**src/rtl/flash_host_cfg.svh**
```systemverilog
// constants for the parallel flash command host
// assumes an asynchronous nor flash on a 20-bit address, 16-bit data bus
`ifndef FLASH_HOST_CFG_SVH
`define FLASH_HOST_CFG_SVH
`define UNLOCK1_WORD   20'h0_0555
`define UNLOCK2_WORD   20'h0_02AA
`define UNLOCK1_BYTE   20'h0_0AAA
`define UNLOCK2_BYTE   20'h0_0555
`define QUERY_WORD     20'h0_0055
`define QUERY_BYTE     20'h0_00AA
`define DAT_AA         8'hAA
`define DAT_55         8'h55
`define CMD_PROGRAM    8'hA0
`define CMD_RESET      8'hF0
`define CMD_IDENT      8'h90
`define CMD_QUERY      8'h98
`define CMD_BYPASS     8'h20
`define CMD_BYP_EXIT2  8'h00
`define CMD_ERASE_SET  8'h80
`define CMD_CHIP_ERASE 8'h10
`define CMD_SECT_ERASE 8'h30
`define CMD_SUSPEND    8'hB0
`define CMD_RESUME     8'h30
`define ID_MAKER_OFS   20'h0_0000
`define ID_DEV_WORD    20'h0_0001
`define ID_DEV_BYTE    20'h0_0002
`define ID_PROT_WORD   20'h0_0002
`define ID_PROT_BYTE   20'h0_0004
`define SECT_LSB       12
`define ERASE_WIN_NS   50000
`define CLK_NS         4
`define SEQ_MAX        6
`endif

```
**src/rtl/flash_host_pkg.sv**
```systemverilog
// types shared by the flash command host
// assumes flash_host_cfg.svh holds the numbers
`default_nettype none
package flash_host_pkg;
  typedef enum logic [3:0] {
    OP_READ      = 4'b0000,
    OP_RESET     = 4'b0001,
    OP_IDENT     = 4'b0010,
    OP_QUERY     = 4'b0011,
    OP_PROGRAM   = 4'b0100,
    OP_BYP_ENTER = 4'b0101,
    OP_BYP_PROG  = 4'b0110,
    OP_BYP_EXIT  = 4'b0111,
    OP_CHIP_ERA  = 4'b1000,
    OP_SECT_ERA  = 4'b1001,
    OP_SECT_ADD  = 4'b1010,
    OP_SUSPEND   = 4'b1011,
    OP_RESUME    = 4'b1100
  } op_e;
  typedef enum logic [2:0] {
    ST_IDLE  = 3'b000,
    ST_SETUP = 3'b001,
    ST_LOW   = 3'b010,
    ST_HIGH  = 3'b011,
    ST_GAP   = 3'b100
  } bus_e;
endpackage
`default_nettype wire

```
**src/rtl/flash_seq_rom.sv**
```systemverilog
// cycle table: address/data of each bus cycle of a command sequence
// assumes the caller registers op and index on its own clock
`timescale 1ns/100ps
`default_nettype none
`include "flash_host_cfg.svh"
module flash_seq_rom import flash_host_pkg::*; (
  input  wire logic        clock_i,
  input  wire logic        ce_i,
  input  wire op_e         op_i,
  input  wire logic [2:0]  idx_i,
  input  wire logic        byte_mode_i,
  input  wire logic [19:0] user_addr_i,
  input  wire logic [15:0] user_data_i,
  output logic [19:0]      rd_addr_o,
  output logic [15:0]      rd_data_o,
  output logic             rd_is_read_o,
  output logic [2:0]       rd_len_o
);
  op_e         op;
  logic [2:0]  idx;
  logic        byte_mode;
  logic [19:0] user_addr;
  logic [15:0] user_data;
  logic [19:0] u1, u2, a;
  logic [15:0] d;
  logic        r;
  logic [2:0]  n;
  // short local names keep the table readable
  assign op        = op_i;
  assign idx       = idx_i;
  assign byte_mode = byte_mode_i;
  assign user_addr = user_addr_i;
  assign user_data = user_data_i;
  // unlock addresses follow bus width; upper data byte zero as it is ignored
  always_comb begin
    u1 = byte_mode ? `UNLOCK1_BYTE : `UNLOCK1_WORD;
    u2 = byte_mode ? `UNLOCK2_BYTE : `UNLOCK2_WORD;
    a = u1;
    d = {8'h00, `DAT_AA};
    r = 1'b0;
    n = 3'd1;
    if (idx == 3'd1 || idx == 3'd4) begin
      a = u2;
      d = {8'h00, `DAT_55};
    end
    case (op)
      OP_RESET:  begin a = user_addr; d = {8'h00, `CMD_RESET}; end // [RULE4]
      OP_QUERY:  begin a = byte_mode ? `QUERY_BYTE : `QUERY_WORD; d = {8'h00, `CMD_QUERY}; end // [RULE7]
      OP_SUSPEND: begin a = user_addr; d = {8'h00, `CMD_SUSPEND}; end // [RULE11]
      OP_RESUME: begin a = user_addr; d = {8'h00, `CMD_RESUME}; end // [RULE13]
      OP_SECT_ADD: begin a = user_addr; d = {8'h00, `CMD_SECT_ERASE}; end // [RULE18]
      OP_READ:   begin a = user_addr; r = 1'b1; end // plain read, no unlock [RULE17]
      OP_IDENT: begin // [RULE5] [RULE6]
        n = 3'd4;
        if (idx == 3'd2) d = {8'h00, `CMD_IDENT};
        if (idx == 3'd3) begin a = user_addr; r = 1'b1; end // [RULE14]
      end
      OP_PROGRAM: begin // [RULE1]
        n = 3'd4;
        if (idx == 3'd2) d = {8'h00, `CMD_PROGRAM};
        if (idx == 3'd3) begin a = user_addr; d = user_data; end
      end
      OP_BYP_ENTER: begin // [RULE8]
        n = 3'd3;
        if (idx == 3'd2) d = {8'h00, `CMD_BYPASS};
      end
      OP_BYP_PROG: begin // [RULE8]
        n = 3'd2;
        a = user_addr;
        d = (idx == 3'd0) ? {8'h00, `CMD_PROGRAM} : user_data;
      end
      OP_BYP_EXIT: begin // [RULE9]
        n = 3'd2;
        a = user_addr;
        d = (idx == 3'd0) ? {8'h00, `CMD_IDENT} : {8'h00, `CMD_BYP_EXIT2};
      end
      OP_CHIP_ERA, OP_SECT_ERA: begin // [RULE10]
        n = 3'd6;
        if (idx == 3'd2) d = {8'h00, `CMD_ERASE_SET};
        if (idx == 3'd5) begin
          d = {8'h00, (op == OP_CHIP_ERA) ? `CMD_CHIP_ERASE : `CMD_SECT_ERASE};
          if (op == OP_SECT_ERA) a = {user_addr[19:`SECT_LSB], {`SECT_LSB{1'b0}}};
        end
      end
      default: begin a = user_addr; r = 1'b1; end
    endcase
  end
  // registered table output
  always_ff @(posedge clock_i) begin
    if (ce_i) begin
      rd_addr_o    <= a;
      rd_data_o    <= d;
      rd_is_read_o <= r;
      rd_len_o     <= n;
    end
  end
endmodule // flash_seq_rom
`default_nettype wire

```
**src/rtl/flash_host.sv**
```systemverilog
// host that issues nor flash command sequences over the async strobe pins
// assumes one 250 MHz clock; flash data pins are a tristate bus resolved by the bench
// What this block does
// (RULE1) program: AA, 55, A0 at unlock addresses then data at target.
// (RULE2) device latches program address at the later falling strobe edge.
// (RULE3) device latches program data at the first rising strobe edge.
// (RULE4) single F0 write anywhere returns flash to array reads.
// (RULE5) identification: three unlocks ending 90, then read maker or device code.
// (RULE6) identification read at sector offset 2/4 gives protection state.
// (RULE7) query entry: 98 written to 55 word or AA byte.
// (RULE8) bypass entry with 20, then two-cycle A0 plus data program.
// (RULE9) bypass exit writes 90 then 00 to any address.
// (RULE10) erases are six writes ending 10 chip or 30 at sector.
// (RULE11) B0 anywhere suspends, valid only during sector erase.
// (RULE12) suspended erase allows reads, programs elsewhere and identification; the host also accepts reset and does not check the program address.
// (RULE13) 30 anywhere resumes, valid only while suspended.
// (RULE14) every command cycle writes except plain reads and identification's last.
// (RULE15) upper data byte ignored on unlock and command cycles.
// (RULE16) upper address bits ignored unless sector or program address.
// (RULE17) plain reads need no unlock or command cycle.
// (RULE18) after sector erase, 50 us window accepts more sector/30 pairs.
// (RULE19) in bypass only bypass program and bypass exit are accepted; the host also accepts plain reads in bypass.
// (RULE20) flash suspends active erase within 20 us.
// (RULE21) mismatched cycle abandons sequence, flash returns to array reads.
// (RULE22) unlock addresses chosen by byte or word bus width.
`timescale 1ns/100ps
`default_nettype none
`include "flash_host_cfg.svh"
module flash_host import flash_host_pkg::*; #(
  parameter int SETUP_CYC = 2,
  parameter int PULSE_CYC = 10,
  parameter int HOLD_CYC  = 2,
  parameter int GAP_CYC   = 5,
  parameter int ERASE_WIN_CYC = `ERASE_WIN_NS / `CLK_NS
) (
  input  wire logic        clock_i,
  input  wire logic        rst_n_i,
  input  wire logic        ce_i,
  input  wire logic        req_i,
  input  wire logic [3:0]  op_i,
  input  wire logic [19:0] addr_i,
  input  wire logic [15:0] data_i,
  input  wire logic        byte_mode_i,
  input  wire logic [15:0] dq_i,
  output logic             busy_o,
  output logic             done_o,
  output logic             refused_o,
  output logic [15:0]      rdata_o,
  output logic             bypass_o,
  output logic             suspended_o,
  output logic             window_o,
  output logic [19:0]      addr_o,
  output logic [15:0]      dq_o,
  output logic             dq_oe_o,
  output logic             chip_en_n_o,
  output logic             write_en_n_o,
  output logic             out_en_n_o
);
  logic        rst_m, rst_s;
  logic [15:0] dq_m, dq_s;
  bus_e        st, next_st;
  op_e         op, next_op;
  logic [2:0]  idx, next_idx;
  logic [15:0] cnt, next_cnt;
  logic [31:0] win, next_win;
  logic        byp, next_byp, sus, next_sus, erasing, next_erasing;
  logic        chip, next_chip; // a chip erase cannot be suspended
  logic        busy, next_busy, done, next_done, refd, next_refd;
  logic [15:0] rdata, next_rdata;
  logic [19:0] uaddr, next_uaddr;
  logic [15:0] udata, next_udata;
  logic        bmode, next_bmode;
  logic [19:0] next_addr;
  logic [15:0] next_dq;
  logic        next_oe, next_cen, next_wen, next_oen;
  logic [19:0] t_addr;
  logic [15:0] t_data;
  logic        t_read;
  logic [2:0]  t_len;

  // reset release and pin input synchronisers
  always_ff @(posedge clock_i or negedge rst_n_i) begin
    if (!rst_n_i) begin
      rst_m <= 1'b0;
      rst_s <= 1'b0;
    end else begin
      rst_m <= 1'b1;
      rst_s <= rst_m;
    end
  end
  always_ff @(posedge clock_i or negedge rst_s) begin
    if (!rst_s) begin
      dq_m <= 16'h0000;
      dq_s <= 16'h0000;
    end else if (ce_i) begin
      dq_m <= dq_i;
      dq_s <= dq_m;
    end
  end

  flash_seq_rom u_rom (
    .clock_i      (clock_i),
    .ce_i         (ce_i),
    .op_i         (op),
    .idx_i        (idx),
    .byte_mode_i  (bmode),
    .user_addr_i  (uaddr),
    .user_data_i  (udata),
    .rd_addr_o    (t_addr),
    .rd_data_o    (t_data),
    .rd_is_read_o (t_read),
    .rd_len_o     (t_len)
  );

  // legality of a new request against the flash mode the host believes in
  function automatic logic legal(input op_e o, input logic b, input logic s,
                                 input logic e, input logic c, input logic w);
    legal = 1'b1;
    if (b) legal = (o == OP_BYP_PROG) || (o == OP_BYP_EXIT) || (o == OP_READ); // [RULE19]
    else if (o == OP_SUSPEND) legal = e && !s && !c;                           // [RULE11]
    else if (o == OP_RESUME) legal = s;                                        // [RULE13]
    else if (o == OP_SECT_ADD) legal = w;                                      // [RULE18]
    else if (s) legal = (o == OP_READ) || (o == OP_PROGRAM) || (o == OP_IDENT) || (o == OP_RESET); // [RULE12]
    else if (e) legal = (o == OP_READ);
    else if (o == OP_BYP_PROG || o == OP_BYP_EXIT) legal = 1'b0;               // [RULE8]
  endfunction

  // strobe sequencer: one bus cycle per idx, read cycles use output enable
  always_comb begin
    next_st = st; next_op = op; next_idx = idx; next_cnt = cnt;
    next_byp = byp; next_sus = sus; next_erasing = erasing; next_chip = chip;
    next_busy = busy; next_done = 1'b0; next_refd = 1'b0; next_rdata = rdata;
    next_uaddr = uaddr; next_udata = udata; next_bmode = bmode;
    next_addr = addr_o; next_dq = dq_o; next_oe = dq_oe_o;
    next_cen = chip_en_n_o; next_wen = write_en_n_o; next_oen = out_en_n_o;
    next_win = (win != 32'd0) ? win - 32'd1 : 32'd0; // window counts down to zero and holds there [RULE18]
    case (st)
      ST_IDLE: begin
        if (req_i) begin
          if (legal(op_e'(op_i), byp, sus, erasing, chip, win != 32'd0)) begin
            next_op = op_e'(op_i); next_idx = 3'd0; next_busy = 1'b1;
            next_uaddr = addr_i; next_udata = data_i;
            next_bmode = byte_mode_i; // [RULE22]
            next_st = ST_SETUP; next_cnt = 16'd0;
          end else begin
            next_refd = 1'b1;
          end
        end
      end
      ST_SETUP: begin // table output valid one clock after idx changes
        next_addr = t_addr; next_dq = t_data; next_oe = !t_read; // [RULE14] [RULE15] [RULE16]
        next_cnt = cnt + 16'd1;
        if (cnt >= 16'(SETUP_CYC)) begin
          next_cen = 1'b0; // chip enable falls with or before the strobe [RULE2]
          next_wen = t_read; next_oen = !t_read;
          next_cnt = 16'd0; next_st = ST_LOW;
        end
      end
      ST_LOW: begin
        next_cnt = cnt + 16'd1;
        if (cnt >= 16'(PULSE_CYC)) begin
          if (t_read) next_rdata = dq_s;
          next_wen = 1'b1; next_oen = 1'b1; // strobe rises before chip enable [RULE3]
          next_cnt = 16'd0; next_st = ST_HIGH;
        end
      end
      ST_HIGH: begin
        next_cnt = cnt + 16'd1;
        if (cnt >= 16'(HOLD_CYC)) begin
          next_cen = 1'b1; next_oe = 1'b0; next_cnt = 16'd0; next_st = ST_GAP;
        end
      end
      ST_GAP: begin
        next_cnt = cnt + 16'd1;
        if (cnt >= 16'(GAP_CYC)) begin
          next_cnt = 16'd0;
          if (idx + 3'd1 < t_len) begin
            next_idx = idx + 3'd1; next_st = ST_SETUP;
          end else begin
            next_st = ST_IDLE; next_busy = 1'b0; next_done = 1'b1;
            case (op)
              OP_RESET:     next_erasing = sus ? erasing : 1'b0; // [RULE4] [RULE21]
              OP_BYP_ENTER: next_byp = 1'b1;                // [RULE8]
              OP_BYP_EXIT:  next_byp = 1'b0;                // [RULE9]
              OP_CHIP_ERA:  begin next_erasing = 1'b1; next_chip = 1'b1; end // [RULE10] [RULE11]
              OP_SECT_ERA, OP_SECT_ADD: begin
                next_erasing = 1'b1;
                next_chip = 1'b0; // [RULE11]
                next_win = 32'(ERASE_WIN_CYC);                // [RULE18]
              end
              OP_SUSPEND: begin next_sus = 1'b1; next_win = 32'd0; end // [RULE11] [RULE20]
              OP_RESUME:  next_sus = 1'b0;                  // [RULE13]
              default: ;
            endcase
          end
        end
      end
      default: next_st = ST_IDLE;
    endcase
  end

  // state registers, frozen while clock enable is low
  always_ff @(posedge clock_i or negedge rst_s) begin
    if (!rst_s) begin
      st <= ST_IDLE; op <= OP_READ; idx <= 3'd0; cnt <= 16'd0; win <= 32'd0;
      byp <= 1'b0; sus <= 1'b0; erasing <= 1'b0; chip <= 1'b0;
      busy <= 1'b0; done <= 1'b0; refd <= 1'b0; rdata <= 16'h0000;
      uaddr <= 20'h0_0000; udata <= 16'h0000; bmode <= 1'b0;
      addr_o <= 20'h0_0000; dq_o <= 16'h0000; dq_oe_o <= 1'b0;
      chip_en_n_o <= 1'b1; write_en_n_o <= 1'b1; out_en_n_o <= 1'b1;
    end else if (ce_i) begin
      st <= next_st; op <= next_op; idx <= next_idx; cnt <= next_cnt; win <= next_win;
      byp <= next_byp; sus <= next_sus; erasing <= next_erasing; chip <= next_chip;
      busy <= next_busy; done <= next_done; refd <= next_refd; rdata <= next_rdata;
      uaddr <= next_uaddr; udata <= next_udata; bmode <= next_bmode;
      addr_o <= next_addr; dq_o <= next_dq; dq_oe_o <= next_oe;
      chip_en_n_o <= next_cen; write_en_n_o <= next_wen; out_en_n_o <= next_oen;
    end
  end

  // status outputs as flip-flops
  always_ff @(posedge clock_i or negedge rst_s) begin
    if (!rst_s) begin
      busy_o <= 1'b0; done_o <= 1'b0; refused_o <= 1'b0; rdata_o <= 16'h0000;
      bypass_o <= 1'b0; suspended_o <= 1'b0; window_o <= 1'b0;
    end else if (ce_i) begin
      busy_o <= next_busy; done_o <= next_done; refused_o <= next_refd; rdata_o <= next_rdata;
      bypass_o <= next_byp; suspended_o <= next_sus; window_o <= (next_win != 32'd0);
    end
  end
endmodule // flash_host
`default_nettype wire

```
**config.mk**
```make
export PLATFORM = sky130hd
export DESIGN_NAME = flash_host
export DESIGN_NICKNAME = d
export VERILOG_FILES = /design/src/rtl/flash_host_pkg.sv /design/src/rtl/flash_seq_rom.sv /design/src/rtl/flash_host.sv
export VERILOG_INCLUDE_DIRS = /design/src /design/src/rtl
export SDC_FILE = /design/constraint.sdc
export NUM_CORES = 1
export LEC_CHECK = 0
export BUFFER_PORTS_ARGS = -buffer_cell sky130_fd_sc_hd__clkbuf_2
export CAP_MARGIN = 10
export CORE_MARGIN = 1
export CORE_UTILIZATION = 55
export DETAILED_ROUTE_END_ITERATION = 6
export PLACE_DENSITY = 0.84
export SKIP_CTS_REPAIR_TIMING = 1
export SLEW_MARGIN = 30
export SYNTH_ARGS = -nofsm -noshare
export SYNTH_HDL_FRONTEND = slang
export SYNTH_HIERARCHICAL = 1
export SYNTH_SLANG_ARGS = --single-unit
```
**constraint.sdc**
```tcl
create_clock -name clock_i -period 8.4 [get_ports clock_i]
set_clock_uncertainty 0.2 [all_clocks]
set_input_delay 0.84 -clock clock_i [delete_from_list [all_inputs] [get_ports clock_i]]
set_output_delay 0.84 -clock clock_i [all_outputs]
set_load 0.02 [all_outputs]
```
==> impl_metrics.csv, run 1 <==
group,metric,value,unit
clocking,clock_latency,520,ps
critical_path,critical_path.max_fanout,24,
die,dieWidth,146,um
synthesis,synth_top_area_frac,0.415,
route,drtIter0Drc,842,
critical_path,worst-setup-path-type,"register to register",
synthesis,ys_types,94,
timing,worst_pin_slew,1060,ps
placement,post_dp_cell_area,12200,um2
placement,place_congestion,0.882,
synthesis,synth_area_leaders,"dfrtp_1 (42%), mux2_2 (12%), edfxtp_1 (10%), o21ai_0 (2.8%), nand2_1 (2.4%)",
die,ios,123,
synthesis,ys.flop_type,"dfrtp_1",
timing,fin_tns_setup,0,ps
route,antenna_left,0,
global_route,grt_first_pass_wirelength,40600,um
synthesis,synth_common_cells,"dfrtp_1 (190), mux2_2 (127), nand2_1 (74), o21ai_0 (65), nor2_1 (64)",
die,dieArea,21400,um2
timing,final-max-slew-violation-count,0,
pwr,p_leak,5.78,nW
die,fp.dieH,146,um
critical_path,path_common_cell,"ha_1",
global_route,antenna_found_initial,0,
timing,clock.fmax,0.247,GHz
synthesis,synth_area_leader_cell,"dfrtp_1",
timing,slew-limit-headroom,0.289,
synthesis,post-synth-top-count-cell,"dfrtp_1",
hold_path,hp-class,"register to register",
synthesis,yosysWarningCount,6,
layout,fill_cells,1558,
pwr,power,4.64,mW
timing,rsz0062_at_grt,"no",
status,status,"completed",
global_route,grtUsageTotal,0.231,
critical_path,path_cells,"ha_1 > ha_1 > a21bo_2 > a21oi_1 > o2111ai_1 > o31ai_2 > o211ai_1 > nor4_1 > nor2_1",
die,core-area,20300,um2
timing,setup_viol,0,
synthesis,synth_edf_count,40,
critical_path,crit_arrival,4240,ps
critical_path,cpMaxStageDelayCell,"dfrtp_1",
synthesis,ys_ff_latch,233,
clocking,htreeDepth,1,
layout,layout.nets,1184,
clocking,cts_tree,"yes",
synthesis,seq_area_frac_synth,0.527,
clocking,clk_pin_slew_worst_paths,60,ps
placement,post-dp-hpwl,16200,um
layout,drive_gt1_frac,0.301,
synthesis,netlist_area,11400,um2
layout,syn_to_final_growth,14.2,%
route,num_vias,8477,
timing,hold_violations,0,
layout,final_area,13100,um2
synthesis,syn_avg_cell_area,11.2,um2
synthesis,syn-instance-count,1021,
route,drc_errors,0,
global_route,grt-ovfl-total,0,
route,drtPass1Iterations,6,
synthesis,async_reset_ff_frac,0.828,
global_route,grt_pass1_vias,8041,
placement,place.port_buffers,122,
route,wl_per_cell,17.7,um
layout,n_antenna_cell,0,
pwr,power_density,355,nW/um2
timing,fin_crit,4050,ps
clocking,cts.path.max_buffers,3,
clocking,clock_tree.root_cell,"clkbuf_16",
route,drt_wl_total,24800,um
global_route,grt_start_max_net_pins,80,
clocking,cts_made_buffers,25,
die,fp-row-count,52,
timing,fin_crit_sh,0.482,
critical_path,cp-end-kind,"register",
critical_path,worstSetupStartpointType,"register",
pwr,max-vdd-ir-drop,0.000254,V
job,maxCapViolations,0,
clocking,cts_sinks,233,
layout,fin_util,0.644,
critical_path,crit_required,8580,ps
die,start_util,0.564,
critical_path,max_stage_delay,880,ps
synthesis,synth_nets,1091,
route,vias_per_cell,6.04,
per-layer routing:
| layer | share of wire | GRT usage | vias to the layer above |
|---|---|---|---|
| li1 | - | - | 3937 |
| met3 | 0.057 | 0.0347 | 53 |
| met5 | 0 | 0 | - |
| met4 | 0.033 | 0.0875 | 0 |
| met1 | 0.43 | 0.313 | 4151 |
| met2 | 0.48 | 0.378 | 336 |
cell usage in the layout (no fill, tap or decap), types with 8 or more instances in the layout:
cell type / synthesis / routed
a21o_1: 9 / 9
a21oi_1: 35 / 35
and2_1: 19 / 19
buf_4: 6 / 8
clkbuf_16: 0 / 25
clkbuf_2: 0 / 121
dfrtp_1: 190 / 188
edfxtp_1: 40 / 40
ha_1: 9 / 9
inv_1: 27 / 27
mux2_2: 127 / 127
nand2_1: 74 / 74
nand2b_1: 17 / 17
nand3_1: 12 / 12
nor2_1: 64 / 63
nor3_1: 20 / 20
nor4_1: 16 / 16
o21ai_0: 65 / 65
o21ai_1: 12 / 12
o31ai_1: 10 / 8
o41ai_1: 12 / 12
or3_1: 16 / 16
per-stage QoR:
stage               worst slack (ps)  cells  hold WS (ps)
floorplan                       2430   1021           131
global placement                4300   1353           136
detailed placement              4170   1354           143
CTS                             4140   1400          -125
global route                    4090   1403           158
finish                          4350   1403           151
area by class of cell:
type,count,area (um2),share of cell area
Clock inverter,11,119,0.00910
Multi-Input combinational cell,691,5010,0.384
Clock buffer,35,693,0.0530
Inverter,29,109,0.00833
Tap cell,270,338,0.0259
Timing Repair Buffer,134,753,0.0576
Sequential cell,233,6040,0.462
critical path, delay by kind of cell, from the launching register on:
family	cells	cell delay, ps
AND/OR/NAND/NOR	2	430
flip-flops	1	880
adder cells (fa/ha/maj)	2	660
AO/OA/AOI/OAI	5	1750
path summary, 6_finish.rpt:
check / startpoint / endpoint / slack [ps] / cells past startpoint
worst min register to register: rst_m / rst_s / 150 / 0
min in group asynchronous: rst_s / op[1] / 160 / 0
worst max register to register: idx[0] / window_o / 4350 / 9
max in group asynchronous: rst_s / dq_m[9] / 6710 / 1
worst min-delay path: rst_m / rst_s / 150 / 0
worst max-delay path: idx[0] / window_o / 4350 / 9
where the power goes:
group          switching (mW)  internal, mW  total [mW]
logic                   0.955         0.698        1.65
registers               0.331          1.57        1.90
clock network           0.444         0.641        1.09
flip-flops by register name, summed over array words and instances (netlist names), 20 cells and up:
signal	count
addr_o	20
u_rom/rd_addr_o	20
uaddr	20
win	32
cells by family after synthesis:
kind of cell / after synthesis / synth area share
compound gates: 230 / 0.136
flops: 233 / 0.527
simple gates: 308 / 0.149
buf+inv: 97 / 0.0394
xor+xnor: 9 / 0.00754
other cells: 1 / 0.000328
mux: 132 / 0.129
fa+ha+maj: 11 / 0.0116
Power figures use the tool's default switching activity.
==> inputs of run 2 (changes only) <==
==> constraint.sdc (replaced) <==
create_clock -name clock_i -period 4.11 [get_ports clock_i]
set_clock_uncertainty 0.2 [all_clocks]
set_input_delay 0.411 -clock clock_i [delete_from_list [all_inputs] [get_ports clock_i]]
set_output_delay 0.411 -clock clock_i [all_outputs]
set_load 0.02 [all_outputs]
==> impl_metrics.csv, run 2 (same netlist as run 1, synthesis figures left out) <==
group,metric,value,unit
placement,post-dp-hpwl,17000,um
placement,place_congestion,0.962,
die,fp.dieH,146,um
clocking,cts_sinks,233,
timing,fin_crit_sh,0.853,
clocking,htreeDepth,1,
critical_path,reg2reg_slack,610,ps
critical_path,worstReg2RegStart,"idx[0]",
clocking,cts_made_buffers,25,
route,num_vias,8902,
clocking,cts.path.max_buffers,3,
critical_path,cp-end-kind,"register",
route,vias_per_cell,6.06,
timing,hold_violations,0,
status,status,"completed",
die,start_util,0.564,
job,maxCapViolations,0,
clocking,cts_tree,"yes",
route,drtPass1Iterations,6,
critical_path,crit_required,4290,ps
layout,final_common_cell,"dfrtp_1",
route,antenna_left,0,
route,drt-met1-wl,11700,um
critical_path,max_stage_delay,390,ps
critical_path,path_cells,"ha_1 > ha_1 > a21bo_2 > a21oi_1 > o2111ai_1 > o31ai_2 > buf_4 > inv_1 > nand2_2 > o21ai_0",
layout,largest_register,"win",
clocking,clock_tree.root_cell,"clkbuf_16",
critical_path,critical_path.max_fanout,29,
die,fp-row-count,52,
timing,fin_crit,3500,ps
timing,clock.fmax,0.285,GHz
critical_path,critPathLaunch,"idx[0]",
timing,setup_viol,0,
route,wl_met2,13600,um
layout,fin_util,0.675,
die,dieWidth,146,um
placement,place.port_buffers,122,
pwr,max-vdd-ir-drop,0.000446,V
route,drt_wl_total,27800,um
route,drtIter0Drc,810,
clocking,clk_pin_slew_worst_paths,60,ps
layout,layout_common_cells,"dfrtp_1 (189), mux2_2 (127), clkbuf_2 (121), nand2_1 (74), o21ai_0 (65)",
critical_path,timing.rr.end,"win[28]",
route,highest_layer,"met4",
route,wl_per_cell,18.9,um
timing,final-max-slew-violation-count,0,
critical_path,path_common_cell,"ha_1",
timing,worst_pin_slew,960,ps
timing,fin_tns_setup,0,ps
critical_path,worstSetupStartpointType,"register",
timing,rsz0062_at_grt,"no",
pwr,power,9.74,mW
critical_path,cpMaxStageDelayCell,"dfrtp_1",
critical_path,crit_arrival,3680,ps
pwr,power_density,711,nW/um2
global_route,grtUsageTotal,0.241,
hold_path,hp-class,"register to asynchronous set/reset pin",
layout,fill_cells,1454,
route,drc_errors,0,
timing,slew-limit-headroom,0.360,
die,ios,123,
layout,drive_gt1_frac,0.294,
global_route,grt_first_pass_wirelength,42300,um
global_route,antenna_found_initial,1,
die,dieArea,21400,um2
pwr,p_leak,6.08,nW
critical_path,worst-setup-path-type,"register to register",
critical_path,r2r_cells,10,
critical_path,crit_path_end,"win[28]",
layout,syn_to_final_growth,19.7,%
clocking,clock_latency,530,ps
global_route,grt-ovfl-total,0,
route,wl_met3,1580,um
global_route,grt_start_max_net_pins,94,
global_route,grt_pass1_vias,8393,
die,core-area,20300,um2
timing,setup_slack,606,ps
placement,dpl_worst_slack,675,ps
layout,layout.nets,1249,
layout,largest_register_ff_count,32,
-- run 2: cell types whose count changed in the layout (fill, tap and decap cells not counted), sizes merged --
cell / before / now
buf: 12 / 23
bufinv: 2 / 3
inv: 32 / 31
dlygate4sd3: 1 / 55
diode: 0 / 1
-- run 2: cell type report --
| class | instances | area (um2) | area share |
|---|---|---|---|
| Clock buffer | 35 | 703 | 0.0513 |
| Sequential cell | 233 | 6040 | 0.441 |
| Tap cell | 270 | 338 | 0.0247 |
| Clock inverter | 11 | 150 | 0.0110 |
| Inverter | 29 | 109 | 0.00794 |
| Multi-Input combinational cell | 691 | 5000 | 0.365 |
| Antenna cell | 1 | 2.50 | 0.000183 |
| Timing Repair Buffer | 199 | 1360 | 0.0993 |
-- run 2: power breakdown --
| part | total (mW) | internal [mW] | leakage (nW) | switching, mW |
|---|---|---|---|---|
| Combinational | 3.48 | 1.48 | 2.79 | 1.99 |
| Sequential | 3.92 | 3.21 | 2.87 | 0.713 |
| Clock | 2.34 | 1.39 | 0.418 | 0.947 |
-- run 2: stage by stage --
| step | std cells | area, um2 | hold WS (ps) |
|---|---|---|---|
| finish | 1469 | 13700 | 7.12 |
| global route | 1469 | 13700 | 15.3 |
| CTS | 1412 | 13100 | -547 |
| detailed placement | 1366 | 12300 | 0.0362 |
| global placement | 1366 | 12300 | -1.33 |
| floorplan | 1021 | 11400 | -84.6 |
-- run 2: critical path: cells and delay by family (launching register included) --
kind / cells / cell delay, ps
adder cells (fa/ha/maj): 2 / 630
AO/OA/AOI/OAI: 5 / 1340
flip-flops: 1 / 390
AND/OR/NAND/NOR: 1 / 350
buffers and inverters: 2 / 440
-- run 2: how the worst min path moves through the flow --
stage,start,to,slack (ps),cells after the start
5_1_grt,rst_s,idx[1],20,0
2_1_floorplan,rst_n_i,rst_m,-80,0
6_report,rst_s,idx[1],7,0
4_1_cts,rst_n_i,rst_s,-550,1
3_5_place_dp,rst_n_i,rst_m,0.04,1
3_3_place_gp,rst_n_i,rst_m,-1,1
-- run 2: routing by layer --
metal,track usage,vias to the layer above
met5,0,-
met4,0.0854,0
met3,0.0356,70
met2,0.390,354
met1,0.334,4393
li1,-,4085
==> inputs of run 3 (changes only) <==
--- a/config.mk
+++ b/config.mk
@@ -8,6 +8,7 @@
 export LEC_CHECK = 0
 export BUFFER_PORTS_ARGS = -buffer_cell sky130_fd_sc_hd__clkbuf_2
 export CAP_MARGIN = 10
+export CORE_ASPECT_RATIO = 0.8
 export CORE_MARGIN = 1
 export CORE_UTILIZATION = 55
 export DETAILED_ROUTE_END_ITERATION = 6
==> impl_metrics.csv, run 3 (same netlist as run 1, synthesis figures left out) <==
group,metric,value,unit
timing,hold_violations,0,
route,vias_per_cell,6.11,
pwr,power_density,699,nW/um2
global_route,antenna_found_initial,2,
layout,multi_input_area,5000,um2
placement,post-dp-hpwl,17500,um
timing,final-max-slew-violation-count,0,
clocking,cts_made_buffers,23,
clocking,clock_tree.root_cell,"clkbuf_16",
critical_path,timing.rr.end,"win[11]",
critical_path,crit_required,4300,ps
die,dieWidth,163,um
pwr,power.share.sequential,0.403,
route,drtPass1Iterations,7,
timing,worst_pin_slew,945,ps
layout,drive_gt1_frac,0.289,
critical_path,worstSetupStartpointType,"register",
layout,syn_to_final_growth,18.3,%
timing,rsz0062_at_grt,"no",
global_route,grt_first_pass_wirelength,42800,um
critical_path,worstReg2RegStart,"idx[0]",
critical_path,critical_path.max_fanout,17,
critical_path,cpMaxStageDelayCell,"o31ai_2",
timing,clock.fmax,0.268,GHz
critical_path,cp-end-kind,"register",
timing,fin_crit,3730,ps
route,num_vias,8907,
layout,fill_cells,1448,
hold_path,hp-class,"primary input to asynchronous set/reset pin",
route,drc_errors,0,
die,fp.dieH,131,um
route,drt_wl_total,27600,um
layout,largest_register_ff_count,32,
global_route,grt_pass1_vias,8352,
global_route,grt_start_max_net_pins,112,
pwr,p_comb_frac,0.383,
pwr,clkPwrFrac,0.215,
status,status,"completed",
die,dieArea,21400,um2
pwr,p_leak,6.01,nW
layout,ff_latch_area,6040,um2
die,start_util,0.570,
pwr,switching_share,0.381,
pwr,power_switching,3.61,mW
clocking,cts_sinks,233,
clocking,cts.path.max_buffers,3,
die,core-area,20100,um2
layout,layout_common_cells,"dfrtp_1 (189), mux2_2 (127), clkbuf_2 (121), nand2_1 (74), o21ai_0 (65)",
route,wl_per_cell,18.9,um
critical_path,r2r_cells,10,
die,ios,123,
timing,fin_tns_setup,0,ps
clocking,clk_pin_slew_worst_paths,60,ps
layout,final_area,13500,um2
critical_path,path_cells,"ha_1 > ha_1 > a21bo_2 > a21oi_1 > o2111ai_1 > o31ai_2 > buf_4 > o21ai_0 > nand2_1 > o21ai_0",
route,drtIter0Drc,988,
layout,largest_register,"win",
timing,slew-limit-headroom,0.366,
route,antenna_left,0,
global_route,grt-ovfl-total,0,
placement,place_congestion,0.917,
timing,setup_viol,0,
placement,place.port_buffers,122,
global_route,grtUsageTotal,0.249,
critical_path,reg2reg_slack,380,ps
placement,post_dp_cell_area,12300,um2
job,maxCapViolations,0,
clocking,clock_latency,520,ps
die,fp-row-count,46,
clocking,cts_tree,"yes",
critical_path,worst-setup-path-type,"register to register",
timing,fin_crit_sh,0.909,
critical_path,max_stage_delay,850,ps
pwr,max-vdd-ir-drop,0.000433,V
layout,final_common_cell,"dfrtp_1",
clocking,htreeDepth,1,
pwr,intPower,5.86,mW
critical_path,crit_arrival,3920,ps
layout,layout.nets,1248,
-- run 3: cell types whose count changed in the layout (fill, tap and decap cells not counted), sizes merged --
cell / previous run / this run
bufinv: 3 / 1
diode: 1 / 2
clkinvlp: 1 / 0
inv: 31 / 30
dlygate4sd3: 55 / 54
buf: 23 / 25
clkinv: 5 / 3
clkbuf: 156 / 155
-- run 3: worst max-delay path by stage --
| stage | startpoint | end | slack [ps] |
|---|---|---|---|
| 6_report | idx[0] | win[11] | 380 |
| 3_5_place_dp | idx[0] | win[28] | 390 |
| 3_3_place_gp | suspended_o | udata[12] | 550 |
| 2_1_floorplan | rst_s | addr_o[0] | 730 |
| 4_1_cts | idx[0] | win[15] | 390 |
| 5_1_grt | idx[0] | win[30] | 150 |
-- run 3: stage by stage --
| stage | util | worst slack, ps | total power, mW | hold slack, ps | std cells |
|---|---|---|---|---|---|
| 2_1_floorplan | - | 731 | 6.31 | -84.6 | 1021 |
| 6_report | 0.674 | 376 | 9.47 | 2.20 | 1458 |
| 3_3_place_gp | 0.611 | 546 | 7.12 | -2.36 | 1362 |
| 4_1_cts | 0.647 | 392 | 9.34 | -548 | 1402 |
| 3_5_place_dp | 0.612 | 386 | 7.27 | -1.71 | 1363 |
| 5_1_grt | 0.674 | 152 | 9.97 | 0.00300 | 1458 |
-- run 3: final cells by class --
| cell class | instances | share of cell area |
|---|---|---|
| Sequential cell | 233 | 0.446 |
| Clock inverter | 5 | 0.00406 |
| Clock buffer | 34 | 0.0485 |
| Multi-Input combinational cell | 691 | 0.369 |
| Inverter | 29 | 0.00804 |
| Antenna cell | 2 | 0.000369 |
| Tap cell | 264 | 0.0244 |
| Timing Repair Buffer | 200 | 0.0997 |
-- run 3: per-layer routing --
metal / vias up / wire length, um / global-route usage
li1: 4058 / - / -
met1: 4373 / 11900 / 0.347
met2: 420 / 12800 / 0.389
met3: 56 / 2250 / 0.0556
met4: 0 / 651 / 0.0759
met5: - / 0 / 0
-- run 3: power by group through the flow --
stage / Sequential (mW) / Combinational [mW] / Clock [mW]
3_3_place_gp: 3.76 / 3.36 / 0
4_1_cts: 3.79 / 3.49 / 2.07
6_report: 3.81 / 3.62 / 2.04
3_5_place_dp: 3.82 / 3.46 / 0
5_1_grt: 3.90 / 3.92 / 2.15
2_1_floorplan: 3.92 / 2.38 / 0
-- run 3: critical path: cells and delay by family, from the launching register on --
family	cells	cell delay [ps]
adders and majority gates	2	600
and+or+nand+nor	1	140
AOI/OAI and AO/OA	6	1930
buffers and inverters	1	350
DFF	1	390
